**src/ccu_pkg.sv**
```systemverilog
package ccu_pkg;

  // Byte addresses of the registers on the AXI4-Lite port.
  localparam logic [7:0] OFF_CTRL    = 8'h00;
  localparam logic [7:0] OFF_VALUE   = 8'h04;
  localparam logic [7:0] OFF_TIMER   = 8'h08;
  localparam logic [7:0] OFF_FLAGS   = 8'h0c;
  localparam logic [7:0] OFF_DIR     = 8'h10;
  localparam logic [7:0] OFF_PORT    = 8'h14;
  localparam logic [7:0] OFF_ENABLES = 8'h8c;

  // Field positions.
  localparam int FLAG_BIT = 2;
  localparam int PIN_BIT  = 3;

  // Implemented bits of the enable register; bit 3 reads as zero.
  localparam logic [7:0] ENABLES_MASK = 8'hf7;

  // Values after reset.
  localparam logic [5:0]  CTRL_RST    = 6'h00;
  localparam logic [15:0] VALUE_RST   = 16'h0000;
  localparam logic [15:0] TIMER_RST   = 16'h0000;
  localparam logic [7:0]  ENABLES_RST = 8'h00;
  localparam logic [7:0]  DIR_RST     = 8'hff;
  localparam logic [7:0]  PORT_RST    = 8'h00;

  // Mode field encodings.
  localparam logic [3:0] MODE_OFF    = 4'h0;
  localparam logic [3:0] CAP_FALL    = 4'h4;
  localparam logic [3:0] CAP_RISE    = 4'h5;
  localparam logic [3:0] CAP_RISE4   = 4'h6;
  localparam logic [3:0] CAP_RISE16  = 4'h7;
  localparam logic [3:0] CMP_SET     = 4'h8;
  localparam logic [3:0] CMP_CLR     = 4'h9;
  localparam logic [3:0] CMP_FLAG    = 4'ha;
  localparam logic [3:0] CMP_SPECIAL = 4'hb;
  localparam logic [1:0] GRP_CAPTURE = 2'b01;
  localparam logic [1:0] GRP_COMPARE = 2'b10;

  // Last prescaler count before a divided capture fires.
  localparam logic [3:0] DIV4_LAST  = 4'h3;
  localparam logic [3:0] DIV16_LAST = 4'hf;

  // Bus answers.
  localparam logic [1:0] RESP_OKAY   = 2'b00;
  localparam logic [1:0] RESP_SLVERR = 2'b10;

  typedef enum logic [0:0] {
    W_IDLE = 1'b0,
    W_RESP = 1'b1
  } wr_state_t;

  typedef enum logic [0:0] {
    R_IDLE = 1'b0,
    R_DATA = 1'b1
  } rd_state_t;

endpackage

```
**src/ccu_event_if.sv**
```systemverilog
`timescale 1ns/1ps
// Carries the pin level and mode to the edge prescaler and the capture event back.
interface ccu_event_if;
  logic       level;
  logic [3:0] mode;
  logic       evt;
  modport src (output level, output mode, input evt);
  modport det (input level, input mode, output evt);
endinterface

```
**src/ccu_edge_prescaler.sv**
```systemverilog
`timescale 1ns/1ps
module ccu_edge_prescaler
  import ccu_pkg::*;
(
  input  wire logic  clk,
  input  wire logic  arst_n,
  ccu_event_if.det   ev
);

  typedef struct packed {
    logic       prev;
    logic [3:0] count;
  } pre_state_t;

  pre_state_t st_r;
  pre_state_t st_nxt;
  logic       rise;
  logic       fall;
  logic       cap_mode;
  logic       evt;

  // Edge detection and the divided rising-edge counter.
  always_comb
  begin
    st_nxt = st_r;
    evt = 1'b0;
    rise = ev.level & ~st_r.prev;
    fall = ~ev.level & st_r.prev;
    cap_mode = (ev.mode[3:2] == GRP_CAPTURE);
    // Edge history is kept across mode changes, so a change can fire at once.
    st_nxt.prev = ev.level;
    if (!cap_mode)
    begin
      st_nxt.count = 4'h0;
    end
    else
    begin
      // Switching between divided modes leaves the count as it stands.
      case (ev.mode)
        CAP_FALL:   evt = fall;
        CAP_RISE:   evt = rise;
        CAP_RISE4:
        begin
          if (rise && st_r.count >= DIV4_LAST)
          begin
            evt = 1'b1;
            st_nxt.count = 4'h0;
          end
          else if (rise)
          begin
            st_nxt.count = st_r.count + 4'h1;
          end
        end
        CAP_RISE16:
        begin
          if (rise && st_r.count >= DIV16_LAST)
          begin
            evt = 1'b1;
            st_nxt.count = 4'h0;
          end
          else if (rise)
          begin
            st_nxt.count = st_r.count + 4'h1;
          end
        end
        default:    evt = 1'b0;
      endcase
    end
  end

  // State register; any reset clears the prescaler.
  always_ff @(posedge clk or negedge arst_n)
  begin
    if (!arst_n)
    begin
      st_r <= '0;
    end
    else
    begin
      st_r <= st_nxt;
    end
  end

  assign ev.evt = evt;
endmodule

```
**src/ccu_top.sv**
```systemverilog
// Local design decision: the AXI4-Lite slave port.
`timescale 1ns/1ps
// Operation
// - Capture copies timer count into value register.
// - Capture on fall, rise, fourth or sixteenth rise.
// - Capture sets flag bit two; software clears.
// - New capture overwrites unread captured value.
// - Port write on output pin can capture.
// - Mode change may raise a spurious flag.
// - Prescaler cleared when off, non-capture, reset.
// - Prescale change keeps counter; partial first count.
// - Compare value checked against timer every cycle in compare modes.
// - Match sets, clears or keeps pin; sets flag.
// - Mode decode: off and four capture modes.
// - Mode decode: set, clear, flag, special event.
module ccu_top
  import ccu_pkg::*;
(
  input  wire logic        CLK,
  input  wire logic        ARST_N,
  input  wire logic [7:0]  AWADDR,
  input  wire logic        AWVALID,
  output logic             AWREADY,
  input  wire logic [31:0] WDATA,
  input  wire logic [3:0]  WSTRB,
  input  wire logic        WVALID,
  output logic             WREADY,
  output logic [1:0]       BRESP,
  output logic             BVALID,
  input  wire logic        BREADY,
  input  wire logic [7:0]  ARADDR,
  input  wire logic        ARVALID,
  output logic             ARREADY,
  output logic [31:0]      RDATA,
  output logic [1:0]       RRESP,
  output logic             RVALID,
  input  wire logic        RREADY,
  input  wire logic        EVENT_PIN_I,
  output logic             EVENT_PIN_O,
  output logic             EVENT_PIN_OE_N
);

  typedef struct packed {
    logic        pin_s1;
    logic        pin_s2;
    logic        pin_out;
    logic        cmp_out;
    logic        flag;
    logic [5:0]  ctrl;
    logic [15:0] value;
    logic [15:0] timer;
    logic [7:0]  enables;
    logic [7:0]  dir;
    logic [7:0]  port;
    logic        aw_have;
    logic [7:0]  aw_addr;
    logic        w_have;
    logic [31:0] w_data;
    logic [3:0]  w_strb;
    wr_state_t   wst;
    logic [1:0]  bresp;
    rd_state_t   rst;
    logic [31:0] rdata;
    logic [1:0]  rresp;
  } top_state_t;

  top_state_t  st_r;
  top_state_t  st_nxt;
  logic [3:0]  mode;
  logic        cmp_mode;
  logic        match;
  logic        capture_evt;
  logic        wr_fire;
  logic        wr_timer;
  logic        wr_flags;
  logic [7:0]  port_rd;

  ccu_event_if ev ();

  ccu_edge_prescaler u_prescaler (
    .clk    (CLK),
    .arst_n (ARST_N),
    .ev     (ev)
  );

  // Mode decode and the compare of value against the running timer.
  assign mode     = st_r.ctrl[3:0];
  assign cmp_mode = (mode[3:2] == GRP_COMPARE);
  assign match    = cmp_mode && (st_r.timer == st_r.value);
  // The capture input follows the pin as input, or our own drive as output.
  assign ev.level    = st_r.dir[PIN_BIT] ? st_r.pin_s2 : st_r.pin_out;
  assign ev.mode     = mode;
  assign capture_evt = ev.evt;
  assign wr_fire     = st_r.aw_have && st_r.w_have && (st_r.wst == W_IDLE);
  assign wr_timer    = wr_fire && (st_r.aw_addr == OFF_TIMER) && (st_r.w_strb[1:0] != 2'b00);
  assign wr_flags    = wr_fire && (st_r.aw_addr == OFF_FLAGS) && st_r.w_strb[0];
  assign port_rd     = {st_r.port[7:4], ev.level, st_r.port[2:0]};

  // Next state of the unit and of the bus slave.
  always_comb
  begin
    st_nxt = st_r;
    st_nxt.pin_s1 = EVENT_PIN_I;
    st_nxt.pin_s2 = st_r.pin_s1;
    st_nxt.timer = st_r.timer + 16'h0001;
    // Write address and data are taken in either order and held.
    if (AWVALID && AWREADY)
    begin
      st_nxt.aw_have = 1'b1;
      st_nxt.aw_addr = AWADDR;
    end
    if (WVALID && WREADY)
    begin
      st_nxt.w_have = 1'b1;
      st_nxt.w_data = WDATA;
      st_nxt.w_strb = WSTRB;
    end
    if (wr_fire)
    begin
      st_nxt.wst = W_RESP;
      st_nxt.bresp = RESP_OKAY;
      case (st_r.aw_addr)
        OFF_CTRL:
        begin
          if (st_r.w_strb[0])
          begin
            st_nxt.ctrl = st_r.w_data[5:0];
          end
        end
        OFF_VALUE:
        begin
          if (st_r.w_strb[0])
          begin
            st_nxt.value[7:0] = st_r.w_data[7:0];
          end
          if (st_r.w_strb[1])
          begin
            st_nxt.value[15:8] = st_r.w_data[15:8];
          end
        end
        OFF_TIMER:
        begin
          if (st_r.w_strb[0])
          begin
            st_nxt.timer[7:0] = st_r.w_data[7:0];
          end
          if (st_r.w_strb[1])
          begin
            st_nxt.timer[15:8] = st_r.w_data[15:8];
          end
        end
        OFF_FLAGS:
        begin
          if (st_r.w_strb[0])
          begin
            st_nxt.flag = st_r.w_data[FLAG_BIT];
          end
        end
        OFF_DIR:
        begin
          if (st_r.w_strb[0])
          begin
            st_nxt.dir = st_r.w_data[7:0];
          end
        end
        OFF_PORT:
        begin
          if (st_r.w_strb[0])
          begin
            st_nxt.port = st_r.w_data[7:0];
          end
        end
        OFF_ENABLES:
        begin
          if (st_r.w_strb[0])
          begin
            st_nxt.enables = st_r.w_data[7:0] & ENABLES_MASK;
          end
        end
        default:     st_nxt.bresp = RESP_SLVERR;
      endcase
    end
    if (st_r.wst == W_RESP && BREADY)
    begin
      st_nxt.wst = W_IDLE;
      st_nxt.aw_have = 1'b0;
      st_nxt.w_have = 1'b0;
    end
    // Reads answer one cycle after the address is taken.
    if (ARVALID && ARREADY)
    begin
      st_nxt.rst = R_DATA;
      st_nxt.rresp = RESP_OKAY;
      st_nxt.rdata = 32'h0000_0000;
      case (ARADDR)
        OFF_CTRL:    st_nxt.rdata[5:0] = st_r.ctrl;
        OFF_VALUE:   st_nxt.rdata[15:0] = st_r.value;
        OFF_TIMER:   st_nxt.rdata[15:0] = st_r.timer;
        OFF_FLAGS:   st_nxt.rdata[FLAG_BIT] = st_r.flag;
        OFF_DIR:     st_nxt.rdata[7:0] = st_r.dir;
        OFF_PORT:    st_nxt.rdata[7:0] = port_rd;
        OFF_ENABLES: st_nxt.rdata[7:0] = st_r.enables;
        default:     st_nxt.rresp = RESP_SLVERR;
      endcase
    end
    if (st_r.rst == R_DATA && RREADY)
    begin
      st_nxt.rst = R_IDLE;
    end
    // A special event restarts the timer unless software writes it.
    if (match && mode == CMP_SPECIAL && !wr_timer)
    begin
      st_nxt.timer = 16'h0000;
    end
    // Capture takes the timer and wins over a software write to the value.
    if (capture_evt)
    begin
      st_nxt.value = st_r.timer;
    end
    // Hardware only ever sets the flag, and a set wins over a clear.
    if (capture_evt || match)
    begin
      st_nxt.flag = 1'b1;
    end
    // Pin action on a match; an unit switched off drops its compare output.
    if (mode == MODE_OFF)
    begin
      st_nxt.cmp_out = 1'b0;
    end
    else if (match && mode == CMP_SET)
    begin
      st_nxt.cmp_out = 1'b1;
    end
    else if (match && mode == CMP_CLR)
    begin
      st_nxt.cmp_out = 1'b0;
    end
    st_nxt.pin_out = (mode[3:2] == GRP_COMPARE) ? st_nxt.cmp_out : st_nxt.port[PIN_BIT];
  end

  // All state of the unit outside the edge prescaler, and the bus slave.
  always_ff @(posedge CLK or negedge ARST_N)
  begin
    if (!ARST_N)
    begin
      st_r         <= '0;
      st_r.ctrl    <= CTRL_RST;
      st_r.value   <= VALUE_RST;
      st_r.timer   <= TIMER_RST;
      st_r.enables <= ENABLES_RST;
      st_r.dir     <= DIR_RST;
      st_r.port    <= PORT_RST;
      st_r.wst     <= W_IDLE;
      st_r.rst     <= R_IDLE;
    end
    else
    begin
      st_r <= st_nxt;
    end
  end

  // Bus handshakes and registered outputs.
  assign AWREADY        = !st_r.aw_have && (st_r.wst == W_IDLE);
  assign WREADY         = !st_r.w_have && (st_r.wst == W_IDLE);
  assign BVALID         = (st_r.wst == W_RESP);
  assign BRESP          = st_r.bresp;
  assign ARREADY        = (st_r.rst == R_IDLE);
  assign RVALID         = (st_r.rst == R_DATA);
  assign RDATA          = st_r.rdata;
  assign RRESP          = st_r.rresp;
  assign EVENT_PIN_O    = st_r.pin_out;
  assign EVENT_PIN_OE_N = st_r.dir[PIN_BIT];
endmodule
```
**config.mk**
```make
export PLATFORM = sky130hd
export DESIGN_NAME = ccu_top
export DESIGN_NICKNAME = d
export VERILOG_FILES = /design/src/ccu_pkg.sv /design/src/ccu_event_if.sv /design/src/ccu_edge_prescaler.sv /design/src/ccu_top.sv
export SDC_FILE = /design/constraint.sdc
export NUM_CORES = 1
export LEC_CHECK = 0
export ABC_AREA = 1
export ABC_CLOCK_PERIOD_IN_PS = 1800
export BUFFER_PORTS_ARGS = -buffer_cell sky130_fd_sc_hd__buf_2
export CAP_MARGIN = 20
export CORE_ASPECT_RATIO = 0.8
export CORE_MARGIN = 2
export CORE_UTILIZATION = 36
export CTS_CLUSTER_SIZE = 16
export DETAILED_ROUTE_END_ITERATION = 12
export GPL_TIMING_DRIVEN = 1
export RECOVER_POWER = 50
export SYNTH_ARGS = -nofsm -noshare
export SYNTH_HDL_FRONTEND = slang
export SYNTH_SLANG_ARGS = --single-unit
export TNS_END_PERCENT = 50
```
**constraint.sdc**
```tcl
create_clock -name CLK -period 1.8 [get_ports CLK]
set_clock_uncertainty 0.1 [all_clocks]
set_input_delay 0.27 -clock CLK [delete_from_list [all_inputs] [get_ports CLK]]
set_output_delay 0.27 -clock CLK [all_outputs]
set_load 0.03 [all_outputs]
```
After elaboration in Yosys (flattened, before gate mapping). Index checks and enable logic that the tools add are counted.

Word-level logic and storage cells: 153. Flip-flop bits (word level): 139.

Bitwise operators: 6. $add $sub $neg: 2. Eq/ne operators: 23. Muxes and demuxes: 49. $lt $le $gt $ge: 2. Reductions and logical operators: 46.

Operators by type and width (count): two-way mux 8 bit (10); two-way mux 16 bit (4); two-way mux 63 bit (1); two-way mux 37 bit (1); two-way mux 35 bit (1); == test 8 x 4 -> 1 bit, second input constant (4); == test 8 x 5 -> 1 bit, second input constant (4); nonzero test 2 bit (12); AND reduction 3 bit (7); logical AND 1 bit (18); case mux 3 bit (6 select lines) (1); adder 16 x 1 -> 16 bit, second input constant (1); == test 16 bit (1); == test 4 x 3 -> 1 bit, second input constant (4); == test 8 x 3 -> 1 bit, second input constant (2); == test 8 bit, second input constant (2); zero test 8 bit (2); two-way mux 4 bit (4); case mux 8 bit (2 select lines) (1); two-way mux 1 bit (15); OR reduction 7 bit (2); == test 4 bit, second input constant (3); two-way mux 6 bit (2); case mux 2 bit (6 select lines) (1); other kinds (18) (25).

Logic depth before layout (Yosys ltp). Gate-level depths: netlist (run 1).

Depth in word-level cells: 9. Mapped depth: 12. Mapped depth without buffers: 12.

Modules after synthesis. A second synthesis (run 1) with hierarchy kept.

Cells, all modules: 814. Area total of the unflattened synthesis: 6658.9 um2.

By module, submodules not included: ccu_top (instances 1, cells an instance 751, area an instance 6249.7 um2); ccu_edge_prescaler (instances 1, cells an instance 63, area an instance 409.1 um2).

Worst setup path before layout (run 1). OpenSTA, ideal clock, no wires.

Path type: flip-flop to flip-flop. Start: reg st_r, in the netlist BVALID. End: reg st_r[81] (netlist bit). Cell stages (with the launch flop): 5. Data arrival time: 1.725 ns. Slack: -0.150 ns. Clock period less this slack: 1.950 ns. Cell sequence: dfrtp_1 > nor2_1 > nand2_1 > buf_1 > mux2_2.

Cells in the longest elaborated chain, start to end: 3.

RTL lines: start, declared (line ccu_top.sv:67) `top_state_t st_r;`; start signal, assigned (line ccu_top.sv:258) `st_r <= st_nxt;`; NOT 1 bit (line ccu_top.sv:263) `assign AWREADY = !st_r.aw_have && (st_r.wst == W_IDLE);`; logical AND 1 bit (line ccu_top.sv:263); via AWREADY (line ccu_top.sv:23) `output logic AWREADY,`; logical AND 1 bit (line ccu_top.sv:107) `if (AWVALID && AWREADY)`.

The timed path passes the listed nets, and every way through them passes these cells. A chain may end at the register's enable or synchronous reset.

==> reports/metrics.cfg, run 1 <==
[setup_path]
cp_max_fo = 6
end_kind = flop
rr_startpoint = st_r[111]
cp.required_ns = 2.01
path_class = flop to flop
critPathLaunch = st_r[111]
cp-start-kind = flop
worstPathArrival_ns = 2.03

[placement]
portBuffers = 66
dp_hpwl_um = 14300
place_inst = 1145
gp_congestion = 0.8697

[timing]
finalSetupViolations = 16
drv_slew = 0
rsz0062_at_grt = yes
fmax_mhz = 546.6
slew_headroom = 0.4799
worst_slack_ns = -0.02958
report.final.hold_viol_count = 0
period_share = 1.016
min_period_ns = 1.830
worst_slew_pin_slew_ns = 0.7802

[finish]
diodes = 0
most-common-layout-cells = 169 x nand2_1, 103 x dfrtp_1, 76 x buf_4
area_growth_pct = 33.69
mostFrequentLayoutCell = nand2_1
final_nets = 1039
fin_cells = 1215
fill_cells = 1684
seqCellArea_um2 = 2998
drive_gt1_frac = 0.3172
multi_input_area_um2 = 3128

[pwr]
p_leak_nw = 4.144
powerDensity_nw_per_um2 = 1245
peakVddDrop_uv = 1210
p_total_mw = 10.79

[detailed_routing]
drtIter0Drc = 563
top_layer_used = met4
wl_met3_um = 1843
drt-total-wl_um = 19490
drtPass1Iterations = 5
drt-met1-wl_um = 9154
postRouteAntennaNets = 0
drc = 0
dr_total_vias = 6093
wl_met2_um = 8236
vias_per_cell = 5.015
wl_per_cell_um = 16.04

[clock_tree]
clk_latency_ns = 0.42
clk_pin_slew_ns = 0.05
cts_tree = yes
clock_path_buffers = 2
ctsRootBufferMaster = clkbuf_16
cts_sinks = 119
h-tree-depth = 4
cts_made_buffers = 17

[global_route]
grt_start_max_net_pins = 33
grt_pass1_wl_um = 30190
antenna_found_initial = 0
grt_pass1_vias = 5622
grtUsageTotal = 0.2072
overflow = 0

[synthesis]
yosysTopAreaCell = dfrtp_1
yosysSeqAreaShare = 0.4608
syn_area_um2 = 6484
syn_avg_cell_area_um2 = 7.907
synth_warnings = 0
synth_area_leaders = dfrtp_1 43%, nand2_1 11%, nor2_1 4.7%
synth_top_area_share = 0.4284
synth-seq-cells = 119
synth_cells = 820
ys_types = 44

[status]
outcome = finished, violations left
violations = negative setup slack

[die]
initial_utilization = 0.3708
die_x_um = 154.0
num_rows = 43
die_h_um = 124.0
coreArea_um2 = 17490
boundaryPins = 103
dieArea_um2 = 19110

[worst_hold_path]
hold_path_class = input pin to flop
worstHoldStart = AWADDR[7]

[run]
maxCapViolations = 0

-- registers in the layout, indices dropped and copies added (netlist names), 4 cells and up --
| register | cells |
|---|---|
| port_rd | 7 |
| u_prescaler.st_r | 5 |
| RDATA | 16 |
| st_r | 80 |
| ev.mode | 4 |
-- repair_timing --
item                                    CTS  global route
endpoints found under the hold margin    43             0
cloned                                    1             2
endpoints found under the setup margin   18            47
resized for setup                         6            88
pin swaps                                 1            16
setup buffers                             1            12
hold buffers                             22             0
-- layout make-up --
| cell class | instances | area share |
|---|---|---|
| clock buffer | 21 | 0.05427 |
| clock inverter | 11 | 0.01703 |
| inverter | 89 | 0.03897 |
| multi-input combinational | 571 | 0.3609 |
| sequential | 119 | 0.3458 |
| tap | 225 | 0.03248 |
| timing repair buffer | 179 | 0.1505 |
-- per-layer routing --
metal / up-vias / track usage
li1: 2954 / -
met1: 2843 / 0.3052
met2: 269 / 0.3052
met3: 27 / 0.04697
met4: 0 / 0.05900
met5: - / 0
-- synthesized netlist by cell type, drive strengths merged --
cell and n:
a22oi 1, xnor2 3, mux2i 1, inv 87, a21oi 49, xor2 8, nand2 197, or2 2
o21a 6, buf 48, nor3 24, nand4 41, ha 2, nor4b 1, o22ai 2, dfstp 8
nor2 98, clkinv 2, nand3b 1, clkbuf 10, o2bb2ai 1, o21ai 45, and3 2, nand3 48
mux2 12, conb 1, dfrtp 111, o221ai 6, o211ai 1, a211oi 2
-- where the power goes --
part           internal [mW]  switching (mW)  leakage, nW
sequential              3.36           0.660         1.49
combinational           1.30            1.93         2.36
clock                   2.28            1.26        0.291
-- path summary, 6_finish.rpt --
check                      slack (ns)          end  depth (start not counted)
setup / recovery                -0.03    st_r[113]                          9
hold / removal                  0.002     st_r[82]                          3
setup reg to reg                -0.03    st_r[113]                          9
hold reg to reg                  0.25    st_r[149]                          0
max in group asynchronous        0.21    st_r[118]                          3
min in group asynchronous        0.36  st_nxt[149]                          2
-- cell families (layout without fill, tap and decap cells) --
group / Yosys count / after routing / synth area share
and+or+nand+nor: 414 / 414 / 0.2883
buffers and inverters: 147 / 300 / 0.1096
xor gates and xnor gates: 11 / 11 / 0.01486
DFF: 119 / 119 / 0.4608
adders and majority gates: 2 / 2 / 0.003859
muxes: 13 / 13 / 0.02239
AOI/OAI and AO/OA: 113 / 113 / 0.09958
other: 1 / 18 / 0.0005784
-- per-stage QoR --
stage	setup TNS [ns]	util	worst slack (ns)	hold WS, ns	instance area, um^2
final	-0.2815	0.4957	-0.02958	0.002322	8668
after detailed placement	-0.1012	0.4249	-0.02078	0.1547	7430
after CTS	-0.01193	0.4748	-0.007573	0.002857	8303
after global placement	-0.03438	0.4249	-0.01962	0.1544	7430
after floorplan	-0.2439	-	-0.01733	-0.1256	6553
after global routing	-2.153	0.4957	-0.1108	0.02561	8668
-- critical path, cell delays in order, from the launching register on --
cell,delay [ns]
dfrtp_2,0.46
nand2_1,0.14
nand2_1,0.06
nor2_1,0.09
nand2_1,0.09
nor2_4,0.14
nand3_4,0.11
nor3_4,0.29
buf_6,0.19
nor2_2,0.04
No activity file was read; power rests on OpenSTA's default activity.
==> run 2, diff against run 1 <==
--- a/config.mk
+++ b/config.mk
@@ -6,11 +6,11 @@
 export NUM_CORES = 1
 export LEC_CHECK = 0
 export ABC_AREA = 1
-export ABC_CLOCK_PERIOD_IN_PS = 1800
+export ABC_CLOCK_PERIOD_IN_PS = 2100
 export BUFFER_PORTS_ARGS = -buffer_cell sky130_fd_sc_hd__buf_2
 export CAP_MARGIN = 20
 export CORE_ASPECT_RATIO = 0.8
-export CORE_MARGIN = 2
+export CORE_MARGIN = 5
 export CORE_UTILIZATION = 36
 export CTS_CLUSTER_SIZE = 16
 export DETAILED_ROUTE_END_ITERATION = 12
==> constraint.sdc (replaced) <==
create_clock -name CLK -period 2.1 [get_ports CLK]
set_clock_uncertainty 0.1 [all_clocks]
set_input_delay 0.315 -clock CLK [delete_from_list [all_inputs] [get_ports CLK]]
set_output_delay 0.315 -clock CLK [all_outputs]
set_load 0.03 [all_outputs]
==> reports/metrics.cfg, run 2 (synthesis gave the netlist of run 1 again) <==
[status]
outcome = complete, no violations

[die]
die_x_um = 160.0  ; +3.9%
boundaryPins = 103  ; unchanged
initial_utilization = 0.3697  ; -0.001137
coreArea_um2 = 17540  ; +0.31%
num_rows = 43  ; unchanged
dieArea_um2 = 20810  ; +8.9%
die_h_um = 130.0  ; +4.8%

[finish]
finalInstanceArea_um2 = 7661  ; -12%
most-common-layout-cells = 193 x nand2_1, 111 x dfrtp_1, 81 x nor2_1
area_growth_pct = 18.16
final_nets = 965  ; -7.1%
mostFrequentLayoutCell = nand2_1
largest_reg_flops = 80  ; unchanged
diodes = 0  ; unchanged
drive_gt1_frac = 0.2041  ; -0.1130
largest-register = st_r

[clock_tree]
cts_tree = yes
clk_latency_ns = 0.43  ; about the same
cts_made_buffers = 17  ; unchanged
clk_pin_slew_ns = 0.06  ; about the same
clock_path_buffers = 2  ; unchanged
h-tree-depth = 4  ; unchanged
cts_sinks = 119  ; unchanged
ctsRootBufferMaster = clkbuf_16

[timing]
finalSetupViolations = 0  ; -16
fin_setup_tns_ns = 0  ; +0.2815 ns
worst_slew_pin_slew_ns = 0.6714  ; -0.1088 ns
slew_headroom = 0.5524  ; +0.07256
fmax_mhz = 522.3  ; -4.4%
rsz0062_at_grt = no
drv_slew = 0  ; unchanged
period_share = 0.9118  ; -0.1047
min_period_ns = 1.915  ; +0.08516 ns
report.final.hold_viol_count = 0  ; unchanged

[setup_path]
cp_common_cell = nand2_1
end_kind = flop
cp.required_ns = 2.31  ; +0.30 ns
path_class = flop to flop
cp-start-kind = flop
slowest_stage = dfstp_2
worstPathArrival_ns = 2.13  ; +0.10 ns
cp_max_fo = 17  ; +11
cpPeakStageDelay_ns = 0.59  ; +0.13 ns
crit_chain = nand2_1 -> inv_1 -> nor2_2 -> nor2_4 -> inv_2 -> nor2_1 -> a21oi_4 -> nand2_4 -> nand2_1 -> o21ai_0 -> nand2_1

[run]
maxCapViolations = 0  ; unchanged

[global_route]
grt_pass1_vias = 5379  ; -4.3%
overflow = 0  ; unchanged
grtUsageTotal = 0.1813  ; -0.02596
grt_start_max_net_pins = 40  ; +21%
grt_pass1_wl_um = 29420  ; -2.6%
antenna_found_initial = 0  ; unchanged

[placement]
gp_congestion = 0.9055  ; +4.1%
placed_cell_area_um2 = 7052  ; -5.1%
portBuffers = 66  ; unchanged
dp_hpwl_um = 13640  ; -4.6%

[pwr]
p_leak_nw = 3.675  ; -11%
peakVddDrop_uv = 1038  ; -14%
powerDensity_nw_per_um2 = 1105  ; -11%

[detailed_routing]
vias_per_cell = 4.960  ; -1.1%
drc = 0  ; unchanged
wl_per_cell_um = 15.78  ; -1.6%
drtPass1Iterations = 5  ; unchanged
postRouteAntennaNets = 0  ; unchanged
dr_total_vias = 5659  ; -7.1%
drt-total-wl_um = 18000  ; -7.6%
drtIter0Drc = 566  ; +0.53%

[worst_hold_path]
hold_path_class = input pin to flop

[run 2: cell count changes in the layout (fill, tap and decap cells not counted), sizes merged]
cell	previous run	this run
buf	150	92
dlygate4sd3	22	7
bufinv	3	2
clkbuf	28	29
clkinvlp	4	3
[run 2: repair_timing]
action,CTS,global route
hold buffers,7,0
buffers inserted,0,0
endpoints found under the setup margin,0,2
gates resized for setup,0,2
hold endpoints to repair,22,0
[run 2: worst paths after layout]
kind / startpoint / endpoint / slack (ns) / cells after the start
worst max-delay path: EVENT_PIN_OE_N / st_r[126] / 0.19 / 11
worst min-delay path: WDATA[10] / st_r[52] / 0.01 / 2
worst max register to register: EVENT_PIN_OE_N / st_r[126] / 0.19 / 11
worst min register to register: st_nxt[149] / st_r[149] / 0.25 / 0
max in group asynchronous: ARST_N / u_prescaler.st_r[3] / 0.48 / 3
min in group asynchronous: ARST_N / st_r[149] / 0.36 / 2
[run 2: per-stage QoR]
stage | util | hold slack, ns | worst slack (ns) | power, mW | cells
2_1_floorplan | - | -0.08059 | 0.1501 | 4.958 | 837
5_1_grt | 0.4368 | 0.002431 | 0.005069 | 9.000 | 1141
3_3_place_gp | 0.4021 | 0.1571 | 0.2071 | 5.611 | 1102
3_5_place_dp | 0.4021 | 0.1611 | 0.1721 | 5.643 | 1102
6_report | 0.4368 | 0.009869 | 0.1853 | 8.469 | 1141
4_1_cts | 0.4386 | 0.002314 | 0.1605 | 8.519 | 1141
[run 2: cell type report]
cell class | instances | area (um^2)
clock inverters | 9 | 102.6
flip-flops and latches | 119 | 2988
fillers | 1790 | 9878
repair buffers | 105 | 631.9
well taps | 225 | 281.5
multi-input cells | 571 | 2854
inverters | 89 | 335.3
clock buffers | 23 | 467.9
[run 2: worst max-delay path, delay by kind of cell (launching register included)]
kind / cells / cell delay [ns]
AND/OR/NAND/NOR: 7 / 0.81
AO/OA/AOI/OAI: 2 / 0.20
flip-flops: 1 / 0.59
buffers and inverters: 2 / 0.12
[run 2: per-layer routing]
metal	vias to the layer above	wire (um)	global-route usage	part of all wire
met5	-	0	0	0
met4	0	247	0.05766	0.014
met3	17	1415	0.04799	0.079
met2	194	7228	0.2506	0.40
met1	2640	9109	0.2745	0.51
li1	2808	-	-	-
[run 2: power by group]
| part | internal (mW) | total, mW | switching [mW] |
|---|---|---|---|
| Clock | 1.80 | 2.84 | 1.04 |
| Combinational | 0.765 | 2.20 | 1.43 |
| Sequential | 2.87 | 3.43 | 0.563 |
| Total | 5.43 | 8.47 | 3.04 |
==> run 3, diff against run 2 <==
--- a/config.mk
+++ b/config.mk
@@ -5,12 +5,11 @@
 export SDC_FILE = /design/constraint.sdc
 export NUM_CORES = 1
 export LEC_CHECK = 0
-export ABC_AREA = 1
 export ABC_CLOCK_PERIOD_IN_PS = 2100
 export BUFFER_PORTS_ARGS = -buffer_cell sky130_fd_sc_hd__buf_2
 export CAP_MARGIN = 20
 export CORE_ASPECT_RATIO = 0.8
-export CORE_MARGIN = 5
+export CORE_MARGIN = 8
 export CORE_UTILIZATION = 36
 export CTS_CLUSTER_SIZE = 16
 export DETAILED_ROUTE_END_ITERATION = 12
==> reports/metrics.cfg, run 3 <==
[status]
outcome = complete, no violations

[pwr]
powerDensity_nw_per_um2 = 1264  ; +14%
swShare = 0.3438  ; -0.01502
p_clk_frac = 0.329  ; -0.006
p_leak_nw = 3.662  ; -0.36%
p_total_mw = 9.566  ; +13%
intPower_mw = 6.277  ; +16%
power_frac_comb = 0.277  ; +0.017
power_frac_seq = 0.394  ; -0.011
switchingPower_mw = 3.289  ; +8.2%
peakVddDrop_uv = 722.3  ; -30%

[detailed_routing]
drtIter0Drc = 364  ; -36%
postRouteAntennaNets = 0  ; unchanged
vias_per_cell = 5.250  ; +5.8%
drt-total-wl_um = 16270  ; -9.6%
drtPass1Iterations = 5  ; unchanged
dr_total_vias = 4772  ; -16%
wl_per_cell_um = 17.89  ; +13%
drc = 0  ; unchanged

[setup_path]
cp-start-kind = flop
cp.required_ns = 2.35  ; +0.04 ns
end_kind = flop
cp_max_fo = 33  ; +16
worstPathArrival_ns = 2.27  ; +0.14 ns
path_class = flop to flop

[die]
num_rows = 43  ; unchanged
dieArea_um2 = 21940  ; +5.4%
initial_utilization = 0.3645  ; -0.005205
boundaryPins = 103  ; unchanged
coreArea_um2 = 17220  ; -1.8%
die_h_um = 134.1  ; +3.1%
die_x_um = 163.6  ; +2.2%

[finish]
largest_reg_flops = 80  ; unchanged
drive_gt1_frac = 0.3231  ; +0.1190
largest-register = st_r
area_growth_pct = 20.58
final_nets = 733  ; -24%
finalInstanceArea_um2 = 7566  ; -1.2%
mostFrequentLayoutCell = dfrtp_1
fill_cells = 1639  ; -8.4%
diodes = 0  ; unchanged
fin_cells = 909  ; -20%
most-common-layout-cells = 111 x dfrtp_1, 65 x nor2_1, 60 x buf_2
fin_util = 0.4395  ; +0.002666

[clock_tree]
clk_pin_slew_ns = 0.05  ; about the same
cts_tree = yes
cts_made_buffers = 17  ; unchanged
h-tree-depth = 4  ; unchanged
clk_latency_ns = 0.41  ; -0.02 ns
ctsRootBufferMaster = clkbuf_16
cts_sinks = 119  ; unchanged
clock_path_buffers = 2  ; unchanged

[timing]
min_period_ns = 2.016  ; +0.1015 ns
drv_slew = 0  ; unchanged
worst_slew_pin_slew_ns = 1.042  ; +0.3709 ns
fmax_mhz = 496.0  ; -5.0%
whs_ns = 0.02624  ; +0.01637 ns
worst_slack_ns = 0.08371  ; -0.1015 ns
slew_headroom = 0.3052  ; -0.2473
period_share = 0.9601  ; +0.04835
finalSetupViolations = 0  ; unchanged
rsz0062_at_grt = no
report.final.hold_viol_count = 0  ; unchanged
fin_setup_tns_ns = 0  ; unchanged

[worst_hold_path]
hold_path_class = input pin to flop

[synthesis]
synth_cells = 584  ; -29%
synth-seq-cells = 119  ; unchanged
syn_area_um2 = 6275  ; -3.2%
synth.most_common_cell = dfrtp_1
synth_enable_flop_cells = 0  ; unchanged
yosysTopAreaCell = dfrtp_1
ys_types = 62  ; +41%
synth_area_leaders = dfrtp_1 44%, mux2_2 9.9%, buf_4 4.3%
synth_warnings = 0  ; unchanged
yosysSeqAreaShare = 0.4762  ; +0.01535
async_reset_ff_frac = 1.000  ; unchanged
synth_top_area_share = 0.4427  ; +0.01427
syn_avg_cell_area_um2 = 10.74  ; +36%
synthTopCellsByCount = 111 x dfrtp_1, 65 x nor2_1, 55 x mux2_2, 42 x nand2_1, 36 x buf_4
synth_flop_cell = dfrtp_1

[global_route]
grt_pass1_wl_um = 26300  ; -11%
grt_pass1_vias = 4802  ; -11%
antenna_found_initial = 0  ; unchanged
overflow = 0  ; unchanged
grt_start_max_net_pins = 41  ; +2.5%
grtUsageTotal = 0.1538  ; -0.02749

[placement]
placed_cell_area_um2 = 6925  ; -1.8%
portBuffers = 66  ; unchanged
place_inst = 874  ; -21%
post-place-ws_ns = 0.07492  ; -0.09718 ns
gp_congestion = 0.8325  ; -8.1%
dp_hpwl_um = 12190  ; -11%

[run]
maxCapViolations = 0  ; unchanged

## run 3: area by class of cell
| class | count | area [um^2] | area share |
|---|---|---|---|
| clock buffer | 24 | 501.7 | 0.06631 |
| clock inverter | 8 | 142.6 | 0.01885 |
| inverter | 6 | 22.52 | 0.002977 |
| multi-input combinational | 411 | 2894 | 0.3825 |
| sequential | 119 | 2988 | 0.3949 |
| tap | 225 | 281.5 | 0.03721 |
| timing repair buffer | 116 | 735.7 | 0.09724 |
## run 3: power groups by stage
stage / sequential, mW / combinational, mW / clock [mW]
2_1_floorplan: 3.51 / 1.91 / 0
3_3_place_gp: 3.74 / 2.59 / 0
3_5_place_dp: 3.78 / 2.65 / 0
4_1_cts: 3.75 / 2.68 / 3.20
5_1_grt: 3.87 / 2.89 / 3.31
6_report: 3.77 / 2.65 / 3.14
## run 3: kinds of logic (layout without fill, tap and decap cells)
family	after synthesis	in the layout	share of synthesized area
buffers and inverters	71	154	0.07418
AND/OR/NAND/NOR	193	193	0.1685
XOR/XNOR	28	28	0.03908
adder cells (fa/ha/maj)	2	2	0.003987
AO/OA/AOI/OAI	93	93	0.1017
multiplexers	77	77	0.1358
other	1	18	0.0005976
flip-flops	119	119	0.4762
## run 3: what timing repair did
| item | in CTS | in global routing |
|---|---|---|
| setup endpoints to repair | 0 | 7 |
| buffers inserted | 0 | 0 |
| resized for setup | 0 | 2 |
| hold buffers | 3 | 0 |
| endpoints found under the hold margin | 22 | 0 |
## run 3: path summary, 6_finish.rpt
kind	startpoint	to	slack (ns)	depth (start not counted)
worst max-delay path	EVENT_PIN_OE_N	st_r[126]	0.08	6
worst min-delay path	WVALID	st_r[74]	0.03	3
worst max register to register	EVENT_PIN_OE_N	st_r[126]	0.08	6
worst min register to register	st_nxt[149]	st_r[149]	0.26	0
max in group asynchronous	ARST_N	RVALID	0.37	3
min in group asynchronous	ARST_N	st_r[52]	0.23	2
## run 3: worst max-delay path, cell delays in order (launching register included)
cell      delay, ns
dfstp_2        0.54
mux2i_2        0.09
or3_1          0.37
a221o_2        0.42
buf_12         0.17
o211ai_1       0.10
o21a_1         0.14
## run 3: per-layer routing
metal  vias to the layer above  wire (um)  track usage
li1                       2220          -            -
met1                      2353       7634       0.2200
met3                        12       1365      0.03737
met2                       187       7118       0.2227
met5                         -          0            0
met4                         0        147      0.05040
